`src/hdl/tsf_defines.svh`:
```
// Purpose: Constants of the time slice framer
// Assumes: Included by its bare name
// Notes:   Offsets are byte positions in the outgoing frame
`ifndef TSF_DEFINES_SVH
`define TSF_DEFINES_SVH

`define TSF_CLK_NS       8
`define TSF_US_NS        1000
`define TSF_US_CYCLES    (`TSF_US_NS / `TSF_CLK_NS)
`define TSF_HDR_LEN      42
`define TSF_PKG_LEN      9
`define TSF_OFS_IPLEN    16
`define TSF_OFS_IPID     18
`define TSF_OFS_IPCSUM   24
`define TSF_OFS_UDPLEN   38
`define TSF_OFS_UDPCSUM  40
`define TSF_IP_FIRST     14
`define TSF_IPLEN_BASE   16'h001C
`define TSF_UDPLEN_BASE  16'h0008
`define TSF_ETYPE_IP     16'h0800
`define TSF_IP_VERIHL    8'h45
`define TSF_IP_FLAGS     16'h4000
`define TSF_IP_TTL       8'h40
`define TSF_IP_UDP       8'h11
`define TSF_FIFO_DEPTH   32
`define TSF_FIFO_MARGIN  2

`endif

```
`src/hdl/tsf_pkg.sv`:
```
// Purpose: Types of the time slice framer
// Assumes: Nothing
// Notes:   Byte stream carries its own end marker
package tsf_pkg;

  typedef struct packed {
    logic [7:0] data;
    logic       last;
  } tsf_byte_t;

  typedef enum logic [2:0] {
    ST_HDR  = 3'b000,
    ST_GEN  = 3'b001,
    ST_FIX  = 3'b010,
    ST_SUM  = 3'b011,
    ST_PUT  = 3'b100,
    ST_BODY = 3'b101,
    ST_PKG  = 3'b110
  } tsf_state_t;

endpackage : tsf_pkg

```
`src/hdl/tsf_framer.sv`:
```
// Purpose: Chain framer: slice generator, frame forwarding, data package insertion
// Assumes: Frames enter as bytes with last marker; no preamble or FCS handled here
// Notes:   UDP checksum is sent as zero, which IPv4 allows
`timescale 1ns/10ps
`default_nettype none
`include "tsf_defines.svh"

// ****************************************
// Output FIFO
// ****************************************
module tsf_fifo #(
  parameter int W = 9,
  parameter int D = 32
) (
  input  wire logic                 mclk,
  input  wire logic                 rst_b,
  input  wire logic                 inValid,
  input  wire logic [W-1:0]         inData,
  output logic                      inReady,
  output logic                      outValid,
  output logic [W-1:0]              outData,
  input  wire logic                 outReady,
  output logic [$clog2(D+1)-1:0]    count
);
  localparam int AW = $clog2(D);
  logic [W-1:0]  mem_q [D];
  logic [AW-1:0] wrPtr_q;
  logic [AW-1:0] rdPtr_q;
  logic [$clog2(D+1)-1:0] cnt_q;
  logic push;
  logic pop;

  assign inReady  = (cnt_q != D[$clog2(D+1)-1:0]);
  assign outValid = (cnt_q != '0);
  assign outData  = mem_q[rdPtr_q];
  assign count    = cnt_q;
  assign push     = inValid && inReady;
  assign pop      = outValid && outReady;

  always_ff @(posedge mclk) begin
    if (push) begin
      mem_q[wrPtr_q] <= inData;
    end
  end

  always_ff @(posedge mclk) begin
    if (!rst_b) begin
      wrPtr_q <= '0;
      rdPtr_q <= '0;
      cnt_q   <= '0;
    end else begin
      if (push) wrPtr_q <= wrPtr_q + 1'b1;
      if (pop) rdPtr_q <= rdPtr_q + 1'b1;
      if (push && !pop) cnt_q <= cnt_q + 1'b1;
      else if (pop && !push) cnt_q <= cnt_q - 1'b1;
    end
  end
endmodule : tsf_fifo

module tsf_framer import tsf_pkg::*; #(
  parameter logic [47:0] DST_MAC   = 48'hFFFFFFFFFFFF,
  parameter logic [47:0] CHAIN_MAC = 48'h020000000001,
  parameter logic [31:0] SRC_IP    = 32'h0A000001,
  parameter logic [31:0] DST_IP    = 32'h0A000002,
  parameter logic [15:0] SRC_PORT  = 16'h1000,
  parameter logic [15:0] DST_PORT  = 16'h1000,
  parameter int          DEPTH     = `TSF_FIFO_DEPTH
) (
  input  wire logic        mclk,
  input  wire logic        rst_b,
  input  wire logic        isLastPin,
  input  wire logic        linkUpPin,
  input  wire logic        tbSyncPin,
  input  wire logic [23:0] slicePeriod,
  input  wire logic [7:0]  slotDivisor,
  input  wire logic [7:0]  slotPhase,
  input  wire logic [7:0]  moduleId,
  input  wire logic        sampleValid,
  input  wire logic [31:0] sampleData,
  input  wire logic        rxValid,
  input  wire tsf_byte_t   rxByte,
  output logic             rxReady,
  output logic             txValid,
  output tsf_byte_t        txByte,
  input  wire logic        txReady,
  output logic [15:0]      sliceCount,
  output logic [31:0]      timeUs
);
  localparam int CW = $clog2(DEPTH + 1);
  localparam logic [6:0] US_CYC = 7'(`TSF_US_CYCLES);
  localparam logic [5:0] HDR_LAST = 6'(`TSF_HDR_LEN - 1);
  localparam logic [5:0] PKG_LAST = 6'(`TSF_PKG_LEN - 1);

  // ****************************************
  // Helpers
  // ****************************************
  function automatic logic [7:0] tplByte(input logic [5:0] i, input logic [15:0] slice);
    logic [7:0] b;
    b = 8'h00;
    case (i)
      6'd0, 6'd1, 6'd2, 6'd3, 6'd4, 6'd5: b = DST_MAC[8'(47 - 8 * i) -: 8];
      6'd6, 6'd7, 6'd8, 6'd9, 6'd10, 6'd11: b = CHAIN_MAC[8'(95 - 8 * i) -: 8];
      6'd12: b = 8'(`TSF_ETYPE_IP >> 8);
      6'd13: b = 8'(`TSF_ETYPE_IP);
      6'd14: b = `TSF_IP_VERIHL;
      6'd16: b = 8'(`TSF_IPLEN_BASE >> 8);
      6'd17: b = 8'(`TSF_IPLEN_BASE);
      6'd18: b = slice[15:8];
      6'd19: b = slice[7:0];
      6'd20: b = 8'(`TSF_IP_FLAGS >> 8);
      6'd22: b = `TSF_IP_TTL;
      6'd23: b = `TSF_IP_UDP;
      6'd26, 6'd27, 6'd28, 6'd29: b = SRC_IP[8'(239 - 8 * i) -: 8];
      6'd30, 6'd31, 6'd32, 6'd33: b = DST_IP[8'(271 - 8 * i) -: 8];
      6'd34: b = SRC_PORT[15:8];
      6'd35: b = SRC_PORT[7:0];
      6'd36: b = DST_PORT[15:8];
      6'd37: b = DST_PORT[7:0];
      6'd38: b = 8'(`TSF_UDPLEN_BASE >> 8);
      6'd39: b = 8'(`TSF_UDPLEN_BASE);
      default: b = 8'h00;
    endcase
    return b;
  endfunction : tplByte

  function automatic logic slotMatch(input logic [15:0] slice, input logic [7:0] div,
                                     input logic [7:0] ph);
    logic [15:0] r;
    r = (div == 8'h00) ? 16'h0000 : slice % {8'h00, div};
    return r == {8'h00, ph};
  endfunction : slotMatch

  // ****************************************
  // Pin synchronisers and time base
  // ****************************************
  logic [1:0] lastSync_q;
  logic [1:0] linkSync_q;
  logic [2:0] tbSync_q;
  logic       genOn;
  logic       tbEdge;
  logic [6:0] usDiv_q;
  logic [31:0] timeUs_q;

  always_ff @(posedge mclk) begin
    if (!rst_b) begin
      lastSync_q <= '0;
      linkSync_q <= '0;
      tbSync_q   <= '0;
    end else begin
      lastSync_q <= {lastSync_q[0], isLastPin};
      linkSync_q <= {linkSync_q[0], linkUpPin};
      tbSync_q   <= {tbSync_q[1:0], tbSyncPin};
    end
  end

  assign genOn  = lastSync_q[1] && linkSync_q[1];
  assign tbEdge = tbSync_q[1] && !tbSync_q[2];

  // Restarting on the shared line removes offset and drift alike
  always_ff @(posedge mclk) begin
    if (!rst_b) begin
      usDiv_q  <= '0;
      timeUs_q <= '0;
    end else if (tbEdge) begin
      usDiv_q  <= '0;
      timeUs_q <= '0;
    end else if (usDiv_q == US_CYC - 7'd1) begin
      usDiv_q  <= '0;
      timeUs_q <= timeUs_q + 32'd1;
    end else begin
      usDiv_q <= usDiv_q + 7'd1;
    end
  end

  logic [31:0] smpData_q;
  logic [31:0] smpTime_q;

  always_ff @(posedge mclk) begin
    if (!rst_b) begin
      smpData_q <= '0;
      smpTime_q <= '0;
    end else if (sampleValid) begin
      smpData_q <= sampleData;
      smpTime_q <= timeUs_q;
    end
  end

  // ****************************************
  // Slice generator
  // ****************************************
  logic [23:0] sliceTmr_q;
  logic [15:0] sliceCnt_q;
  logic        tick;
  logic        pending_q;
  tsf_state_t  state_q;
  tsf_state_t  stateNext;

  // Period 0 or 1 ticks every cycle instead of wrapping the compare
  assign tick = genOn && (slicePeriod <= 24'd1 || sliceTmr_q >= slicePeriod - 24'd1);

  always_ff @(posedge mclk) begin
    if (!rst_b || !genOn) begin
      sliceTmr_q <= '0;
      sliceCnt_q <= '0;
    end else if (tick) begin
      sliceTmr_q <= '0;
      sliceCnt_q <= sliceCnt_q + 16'd1;
    end else begin
      sliceTmr_q <= sliceTmr_q + 24'd1;
    end
  end

  // A tick during the clear is kept so no slice is lost
  always_ff @(posedge mclk) begin
    if (!rst_b) pending_q <= 1'b0;
    else if (tick) pending_q <= 1'b1;
    else if (state_q == ST_GEN) pending_q <= 1'b0;
  end

  // ****************************************
  // Frame path
  // ****************************************
  logic [7:0]  hdr_q [`TSF_HDR_LEN];
  logic [5:0]  idx_q;
  logic        insert_q;
  logic        gen_q;
  logic        hdrEnd_q;
  logic        rxReady_q;
  logic        rxTake;
  logic        fInValid;
  tsf_byte_t   fInData;
  logic        fInReady;
  logic        fOutValid;
  tsf_byte_t   fOutData;
  logic        fPop;
  logic [CW-1:0] fCount;
  logic [15:0] rxSlice;
  logic [31:0] sum;
  logic [7:0]  pkgByte;
  logic        room;

  assign rxTake  = rxValid && rxReady_q;
  assign rxSlice = {hdr_q[`TSF_OFS_IPID], hdr_q[`TSF_OFS_IPID + 1]};
  assign room    = fCount < CW'(DEPTH - `TSF_FIFO_MARGIN);

  always_comb begin
    sum = 32'h0;
    for (int k = `TSF_IP_FIRST; k < `TSF_OFS_IPLEN + 18; k = k + 2) begin
      sum = sum + {16'h0, hdr_q[k], hdr_q[k + 1]};
    end
    sum = {16'h0, sum[15:0]} + {16'h0, sum[31:16]};
    sum = {16'h0, sum[15:0]} + {16'h0, sum[31:16]};
  end

  always_comb begin
    case (idx_q[3:0])
      4'd0: pkgByte = moduleId;
      4'd1: pkgByte = smpTime_q[31:24];
      4'd2: pkgByte = smpTime_q[23:16];
      4'd3: pkgByte = smpTime_q[15:8];
      4'd4: pkgByte = smpTime_q[7:0];
      4'd5: pkgByte = smpData_q[31:24];
      4'd6: pkgByte = smpData_q[23:16];
      4'd7: pkgByte = smpData_q[15:8];
      default: pkgByte = smpData_q[7:0];
    endcase
  end

  always_comb begin
    stateNext = state_q;
    case (state_q)
      ST_HDR: begin
        if (lastSync_q[1] && pending_q && idx_q == 6'd0) stateNext = ST_GEN;
        else if (rxTake && idx_q == HDR_LAST) stateNext = ST_FIX;
      end
      ST_GEN:  stateNext = ST_FIX;
      ST_FIX:  stateNext = ST_SUM;
      ST_SUM:  stateNext = ST_PUT;
      ST_PUT: begin
        if (fInReady && idx_q == HDR_LAST) begin
          stateNext = (gen_q || hdrEnd_q) ? (insert_q ? ST_PKG : ST_HDR) : ST_BODY;
        end
      end
      ST_BODY: begin
        if (rxTake && rxByte.last) stateNext = insert_q ? ST_PKG : ST_HDR;
      end
      ST_PKG: begin
        if (fInReady && idx_q == PKG_LAST) stateNext = ST_HDR;
      end
      default: stateNext = ST_HDR;
    endcase
  end

  always_ff @(posedge mclk) begin
    if (!rst_b) state_q <= ST_HDR;
    else state_q <= stateNext;
  end

  // Registered ready; the FIFO margin absorbs the byte taken after it drops
  always_ff @(posedge mclk) begin
    if (!rst_b) rxReady_q <= 1'b0;
    else rxReady_q <= !lastSync_q[1] && room && (stateNext == ST_HDR || stateNext == ST_BODY);
  end

  always_ff @(posedge mclk) begin
    if (!rst_b) begin
      idx_q <= '0;
    end else if (stateNext != state_q) begin
      idx_q <= '0;
    end else if ((state_q == ST_HDR && rxTake) ||
                 ((state_q == ST_PUT || state_q == ST_PKG) && fInReady)) begin
      idx_q <= idx_q + 6'd1;
    end
  end

  always_ff @(posedge mclk) begin
    if (!rst_b) begin
      insert_q <= 1'b0;
      gen_q    <= 1'b0;
    end else if (state_q == ST_GEN) begin
      gen_q    <= 1'b1;
      insert_q <= slotMatch(sliceCnt_q, slotDivisor, slotPhase);
    end else if (state_q == ST_FIX && !gen_q) begin
      insert_q <= slotMatch(rxSlice, slotDivisor, slotPhase);
    end else if (stateNext == ST_HDR) begin
      gen_q <= 1'b0;
    end
  end

  // Bare header frame: its end marker sits on the last header byte
  always_ff @(posedge mclk) begin
    if (!rst_b) hdrEnd_q <= 1'b0;
    else if (state_q == ST_HDR && rxTake && idx_q == HDR_LAST) hdrEnd_q <= rxByte.last;
  end

  // Lengths grow by one package per inserting module
  always_ff @(posedge mclk) begin
    if (state_q == ST_GEN) begin
      for (int i = 0; i < `TSF_HDR_LEN; i++) hdr_q[i] <= tplByte(6'(i), sliceCnt_q);
    end else if (state_q == ST_HDR && rxTake) begin
      hdr_q[idx_q] <= rxByte.data;
    end else if (state_q == ST_FIX) begin
      if (gen_q ? slotMatch(sliceCnt_q, slotDivisor, slotPhase) :
                  slotMatch(rxSlice, slotDivisor, slotPhase)) begin
        {hdr_q[`TSF_OFS_IPLEN], hdr_q[`TSF_OFS_IPLEN + 1]} <=
          {hdr_q[`TSF_OFS_IPLEN], hdr_q[`TSF_OFS_IPLEN + 1]} + 16'(`TSF_PKG_LEN);
        {hdr_q[`TSF_OFS_UDPLEN], hdr_q[`TSF_OFS_UDPLEN + 1]} <=
          {hdr_q[`TSF_OFS_UDPLEN], hdr_q[`TSF_OFS_UDPLEN + 1]} + 16'(`TSF_PKG_LEN);
      end
      {hdr_q[`TSF_OFS_IPCSUM], hdr_q[`TSF_OFS_IPCSUM + 1]}   <= 16'h0000;
      {hdr_q[`TSF_OFS_UDPCSUM], hdr_q[`TSF_OFS_UDPCSUM + 1]} <= 16'h0000;
    end else if (state_q == ST_SUM) begin
      {hdr_q[`TSF_OFS_IPCSUM], hdr_q[`TSF_OFS_IPCSUM + 1]} <= ~sum[15:0];
    end
  end

  always_comb begin
    fInValid = 1'b0;
    fInData  = '{data: 8'h00, last: 1'b0};
    case (state_q)
      ST_PUT: begin
        fInValid = 1'b1;
        fInData  = '{data: hdr_q[idx_q], last: (gen_q || hdrEnd_q) && !insert_q && idx_q == HDR_LAST};
      end
      ST_BODY: begin
        fInValid = rxTake;
        fInData  = '{data: rxByte.data, last: rxByte.last && !insert_q};
      end
      ST_PKG: begin
        fInValid = 1'b1;
        fInData  = '{data: pkgByte, last: idx_q == PKG_LAST};
      end
      default: fInValid = 1'b0;
    endcase
  end

  tsf_fifo #(.W($bits(tsf_byte_t)), .D(DEPTH)) uFifo (
    .mclk     (mclk),
    .rst_b    (rst_b),
    .inValid  (fInValid),
    .inData   (fInData),
    .inReady  (fInReady),
    .outValid (fOutValid),
    .outData  (fOutData),
    .outReady (fPop),
    .count    (fCount)
  );

  // ****************************************
  // Output stage
  // ****************************************
  logic      txValid_q;
  tsf_byte_t txByte_q;

  assign fPop = fOutValid && (!txValid_q || txReady);

  always_ff @(posedge mclk) begin
    if (!rst_b) begin
      txValid_q <= 1'b0;
      txByte_q  <= '0;
    end else if (!txValid_q || txReady) begin
      txValid_q <= fOutValid;
      txByte_q  <= fOutData;
    end
  end

  assign rxReady    = rxReady_q;
  assign txValid    = txValid_q;
  assign txByte     = txByte_q;
  assign sliceCount = sliceCnt_q;
  assign timeUs     = timeUs_q;

endmodule : tsf_framer
`default_nettype wire

```
`config.mk`:
```
export PLATFORM = sky130hd
export DESIGN_NAME = tsf_framer
export DESIGN_NICKNAME = d
export VERILOG_FILES = /design/src/hdl/tsf_pkg.sv /design/src/hdl/tsf_framer.sv
export VERILOG_INCLUDE_DIRS = /design/src /design/src/hdl
export SDC_FILE = /design/constraint.sdc
export NUM_CORES = 2
export LEC_CHECK = 0
export ABC_AREA = 0
export BUFFER_PORTS_ARGS = -buffer_cell sky130_fd_sc_hd__buf_2
export CAP_MARGIN = 20
export CORE_ASPECT_RATIO = 1.5
export CORE_MARGIN = 10
export CORE_UTILIZATION = 35
export DETAILED_ROUTE_END_ITERATION = 12
export PLACE_DENSITY = 0.48
export SLEW_MARGIN = 20
export SYNTH_ARGS = -nofsm -noshare
export SYNTH_HDL_FRONTEND = slang
export SYNTH_SLANG_ARGS = --single-unit
```
`constraint.sdc`:
```
create_clock -name mclk -period 41.9 [get_ports mclk]
set_input_delay 4.19 -clock mclk [delete_from_list [all_inputs] [get_ports mclk]]
set_output_delay 4.19 -clock mclk [all_outputs]
set_load 0.05 [all_outputs]
```
# Yosys cells after proc, flatten, opt, wreduce, memory -nomap -nowiden

Memory sizes are Yosys's and may differ from the RTL's. A register that Yosys moved wholly into a read port is not among the register bits.
Index checks and enable logic that the tools add are counted.

Register bits: 517
Memory bits (writable): 288
Bits of input ports: 97
Memories kept: 1

Add/sub/neg operators: 23
Div/mod/pow operators: 2
$lt $le $gt $ge: 5
Equal/unequal tests: 22
Mux-type cells: 43
Bitwise gates (word level): 3
Reductions and logical operators: 63

Memories:

| name        | depth | bits a word | rd ports | clocked after memory_dff | write ports | line             | RTL |
|---|---|---|---|---|---|---|---|
| uFifo.mem_q | 32    | 9           | 1        | 1                        | 1           | tsf_framer.sv:26 | `logic [W-1:0] mem_q [D];` |

Operators by type and width:

| operator              | number |
|---|---|
| $bwmux 336            | 1 |
| $mux 192              | 1 |
| $mux 16               | 9 |
| $mux 96               | 1 |
| $mux 32               | 2 |
| $pmux 8 s8            | 1 |
| $bmux 8 s6            | 1 |
| $demux 8 s6           | 1 |
| $mux 48               | 1 |
| $add 16x4->16 const B | 2 |
| $add 32x1->32 const B | 1 |
| $eq 16x8->1           | 2 |
| $mod 16x8->16         | 2 |
| $pmux 9 s3            | 1 |
| $add 24x16->25        | 1 |
| $logic_and 1x1->1     | 25 |
| $add 23x16->24        | 1 |
| $add 24x1->24 const B | 1 |
| $ge 24x24->1          | 1 |
| $le 24x1->1 const B   | 1 |
| $mux 8                | 3 |
| $sub 24x1->24 const B | 1 |
| $add 22x16->23        | 1 |
| $add 21x16->22        | 1 |
| other kinds (47)      | 99 |

# Logic depth before layout (Yosys ltp)

Depth after elaboration: 16
Mapped depth: 164

# By module

From an unflattened synthesis, not the netlist that was laid out.

Cell total of the unflattened synthesis: 5,675
Area total of the unflattened synthesis: 52,018.6 µm²

By module, submodules not included:

| module     | instances | cells an instance | area an instance (µm²) | seq. area each (µm²) |
|---|---|---|---|---|
| tsf_framer | 1         | 4,993             | 39,725.6               | 10,369.9 |
| tsf_fifo   | 1         | 682               | 12,293.0               | 9,068.7 |

# Worst setup path after synthesis

OpenSTA, ideal clock, no wires.

Kind: input -> register
Start point: input slotDivisor[7]
End point: register hdr_q[22] (netlist name)
Library setup time: 119 ps
Data arrival time: 35,968 ps
Required time: 41,781 ps
Slack: 5,813 ps
Cell stages on the path: 161
Cell sequence: buf_6 or4_1 buf_4 nor3_4 a21oi_1 a21oi_1 ha_1 nor4b_1 a311oi_1 o22ai_1 inv_1 ha_1 a21oi_1 a211oi_4 and3_1 or2_2 ha_1 a21o_1 [125 not listed] a21o_1 a21oi_1 o21bai_1 a21oi_1 nor2b_1 o21ai_0 nor2b_1 o21a_1 and4_1 buf_2 nand2_1 a2111oi_0 nor4_2 and3b_1 a41o_1 buf_4 nand2b_2 o221a_1

Word-level cells in the longest chain between the ends: 6

RTL lines:

| item                                                    | line              | RTL |
|---|---|---|
| start: declaration                                      | tsf_framer.sv:75  | `input wire logic [7:0] slotDivisor,` |
| $mod 16x8->16 / $logic_not 8->1 (equally long branches) | tsf_framer.sv:129 | `r = (div == 8'h00) ? 16'h0000 : slice % {8'h00, div};` |
| $mux 16                                                 | tsf_framer.sv:129 |  |
| $eq 16x8->1                                             | tsf_framer.sv:130 | `return r == {8'h00, ph};` |
| $mux 1 *                                                | tsf_framer.sv:343 | `if (gen_q ? slotMatch(sliceCnt_q, slotDivisor, slotPhase) :` |
| $reduce_bool 2->1 (no line) *                           | -                 |  |
| $reduce_and 2->1 (no line) *                            | -                 |  |
| end signal: indexed assignment                          | tsf_framer.sv:341 | `hdr_q[idx_q] <= rxByte.data;` |
| end signal: indexed assignment                          | tsf_framer.sv:345 | `` {hdr_q[`TSF_OFS_IPLEN], hdr_q[`TSF_OFS_IPLEN + 1]} <= `` |
| end signal: indexed assignment                          | tsf_framer.sv:347 | `` {hdr_q[`TSF_OFS_UDPLEN], hdr_q[`TSF_OFS_UDPLEN + 1]} <= `` |
| end: declaration                                        | tsf_framer.sv:223 | `` logic [7:0] hdr_q [`TSF_HDR_LEN]; `` |

Mark *: on every way between the ends. The rest lies on a longest branch, timed or not.
A chain may end at the register's enable or synchronous reset.

# Worst setup path after layout

Ends and elaborated chain as after synthesis.

==> metrics.yaml <==
critPathLaunchType: "input pin"
post-route-period-util: 0.931
antenna_found_initial: 6
root_buffer: "clkbuf_16"
fp-row-count: 173
area_growth_pct: 11.3
fin_tns_setup_ns: 0
path_buf_inv: 8
crit_arrival_ns: 39.66
ys_ff_latch: 814
maxSlewHeadroom: 0.207
yosys_warnings: 0
synthCells: 5551
highest_layer: "met4"
drv_cap: 0
worstMarginPinSlew_ns: 1.18
synth-xor-area-share: 0.0407
worstReg2RegEnd: "hdr_q[22]$_SDFFE_PP0P_"
nNetsFinal: 6086
clockBufferDepth: 3
worstHoldStart: "tbSync_q[0]$_SDFF_PN0_"
syn_nets: 6060
setup_viol: 0
clkSlewWorstSetupHoldPaths_ns: 0.06
synth_simple_gate_area_frac: 0.185
routed-wl-met3_microns: 7520
insertion_delay_ns: 0.71
grt_usage: 0.224
crit_fanout: 12
dieArea_sq_um: 165000
synth_seq_area_share: 0.371
synth_edf_count: 304
hold_viol_final: 0
rsz0062_at_grt: "false"
ff2ff_setup_slack_ns: 6.95
dominantRegCellSynth: "dfxtp_1"
synth_area_sq_um: 52100
grt_start_max_net_pins: 89
core_sq_um: 148000
muxShareOfSynthArea: 0.0751
drive_gt1_frac: 0.116
cts_tree: "built"
die_h_microns: 492
postRouteAntennaNets: 0
grt_pass1_wl_microns: 283000
route.detailed.wl_per_inst_microns: 25.0
cts_made_buffers: 85
worstHoldPathCells: 1
stdcell_area_sq_um: 57900
portBuffers: 155
path_common_cell: "o21a_1"
finClkSkew_ns: 0.0261
synth_top_family_by_area: "simple AND/OR/NAND/NOR gates"
first_pass_iters: 6
die_x_microns: 335
fmax_mhz: 25.6
gp_congestion: 0.913
drv_slew: 0
syn_area_per_cell_sq_um: 9.38
cp.required_ns: 42.54
synth_fa_ha_area_frac: 0.118
hp-class: "register to register"
start_util: 0.352
routed-via-count: 43753
cts_sinks: 814
pin_count: 156
path_delay_family: "compound AO/OA/AOI/OAI gates"
routed_via_density: 5.78
detailed_place_hpwl_microns: 138000
grt.overflow.total: 0
htreeDepth: 3
drtIter0Drc: 2941
end_kind: "register"
met1_length_microns: 72600
routed_wl_microns: 190000
whs_ns: 0.431
worst-setup-path-type: "input pin to register"
wl_met2_microns: 99700
crit_path_top_delay_cell: "or4_1"
synth-compound-area-share: 0.176
worst_r2r_startpoint: "sliceCount[15]$_SDFFE_PP0P_"
min_to: "tbSync_q[1]$_SDFF_PN0_"
status: "complete, no violations"
critical-path-max-stage-delay_ns: 0.84
drc: 0
synth.distinct_cells: 117
placedInstanceArea_sq_um: 54800
min_period_ns: 39.02
async_flop_share: 0
reg2reg_depth: 151
first_global_vias: 44067
-- logic make-up (layout without fill, tap and decap cells) --
family / after synthesis / after routing
and+or+nand+nor: 2041 / 2041
AOI/OAI and AO/OA: 1341 / 1341
DFF: 814 / 814
buffers and inverters: 431 / 530
adders and majority gates: 413 / 413
muxes: 269 / 269
xor gates and xnor gates: 242 / 242
other: 0 / 1
-- final cells by class --
cell class,instances,area [sq um]
sequential,814,19300
clock buffer,117,2440
fill,14914,90100
antenna,1,2.50
clock inverter,43,662
inverter,133,499
timing repair buffer,237,1410
tap,1925,2410
multi-input combinational,4306,31200
-- synth_stat cells (90+ instances only) --
library cell  instances  area share
nand2_1             756       0.054
dfxtp_1             510        0.20
nor2_1              408       0.029
a21oi_1             383       0.037
edfxtp_1            304        0.18
ha_1                283       0.068
clkbuf_1            238       0.017
nand3_1             220       0.021
nor3_1              158       0.015
o21ai_0             147       0.014
a22oi_1             141       0.020
xnor2_1             131       0.022
inv_1               130      0.0094
fa_1                129       0.050
mux2i_1             118       0.023
xor2_1              111       0.019
o21a_1              104       0.015
nor2b_1             100       0.012
mux4_2               90       0.039
-- flip-flops by register name (all words and copies together) (netlist names), 2 cells and up --
name / cells
uFifo.count: 6
hdr_q: 336
usDiv_q: 7
smpTime_q: 32
state_q: 3
sliceTmr_q: 24
uFifo.mem_q: 288
smpData_q: 32
linkSync_q: 2
uFifo.wrPtr_q: 5
sliceCount: 16
tbSync_q: 3
lastSync_q: 2
idx_q: 6
timeUs: 32
uFifo.rdPtr_q: 5
txByte: 9
-- routing by layer --
layer  vias to the layer above  GRT usage
met4                         0      0.107
li1                      20475          -
met5                         -          0
met3                       424     0.0256
met2                      1194      0.417
met1                     21660      0.249
-- repair_timing --
action | CTS | global route
endpoints found under the setup margin | 0 | 33
hold buffers | 0 | 0
resized for setup | 0 | 15
setup buffers | 0 | 2
-- placed cells by master (no fill, tap or decap), drive strengths merged, types with 82 or more instances in the layout --
master  Yosys  layout
nor3      161     161
nor2      411     411
fa        129     129
clkbuf    239     117
dfxtp     510     510
ha        283     283
a21oi     386     386
nand3     220     220
xnor2     131     131
edfxtp    304     304
o21ai     165     165
o21a      104     104
nor2b     100     100
xor2      111     111
mux2i     119     119
nand2     758     758
mux4       90      90
a21o       82      82
a22oi     141     141
buf        58     237
inv       132     139
-- through the flow --
stage	instances	utilization	worst slack [ns]
floorplan	5551	-	5.81
global placement	7412	0.370	1.70
detailed placement	7412	0.370	0.971
CTS	7572	0.391	1.56
global route	7576	0.391	0.0823
finish	7576	0.391	2.88
-- worst max path at each step --
| stage | from | to | slack (ns) | cells after the start |
|---|---|---|---|---|
| final | slotDivisor[7] | hdr_q[22]$_SDFFE_PP0P_ | 2.88 | 154 |
| after global routing | slotDivisor[7] | hdr_q[206]$_SDFFE_PP0P_ | 0.08 | 145 |
| after CTS | slotDivisor[7] | hdr_q[206]$_SDFFE_PP0P_ | 1.56 | 141 |
| after detailed placement | slotDivisor[7] | hdr_q[207]$_SDFFE_PP0P_ | 0.97 | 141 |
| after global placement | slotDivisor[7] | hdr_q[207]$_SDFFE_PP0P_ | 1.70 | 142 |
| after floorplan | slotDivisor[7] | hdr_q[22]$_SDFFE_PP0P_ | 5.81 | 161 |
Power is left out: the tool's default activity adds up to more than one toggle a clock period on the data nets, which glitch-free logic cannot reach.
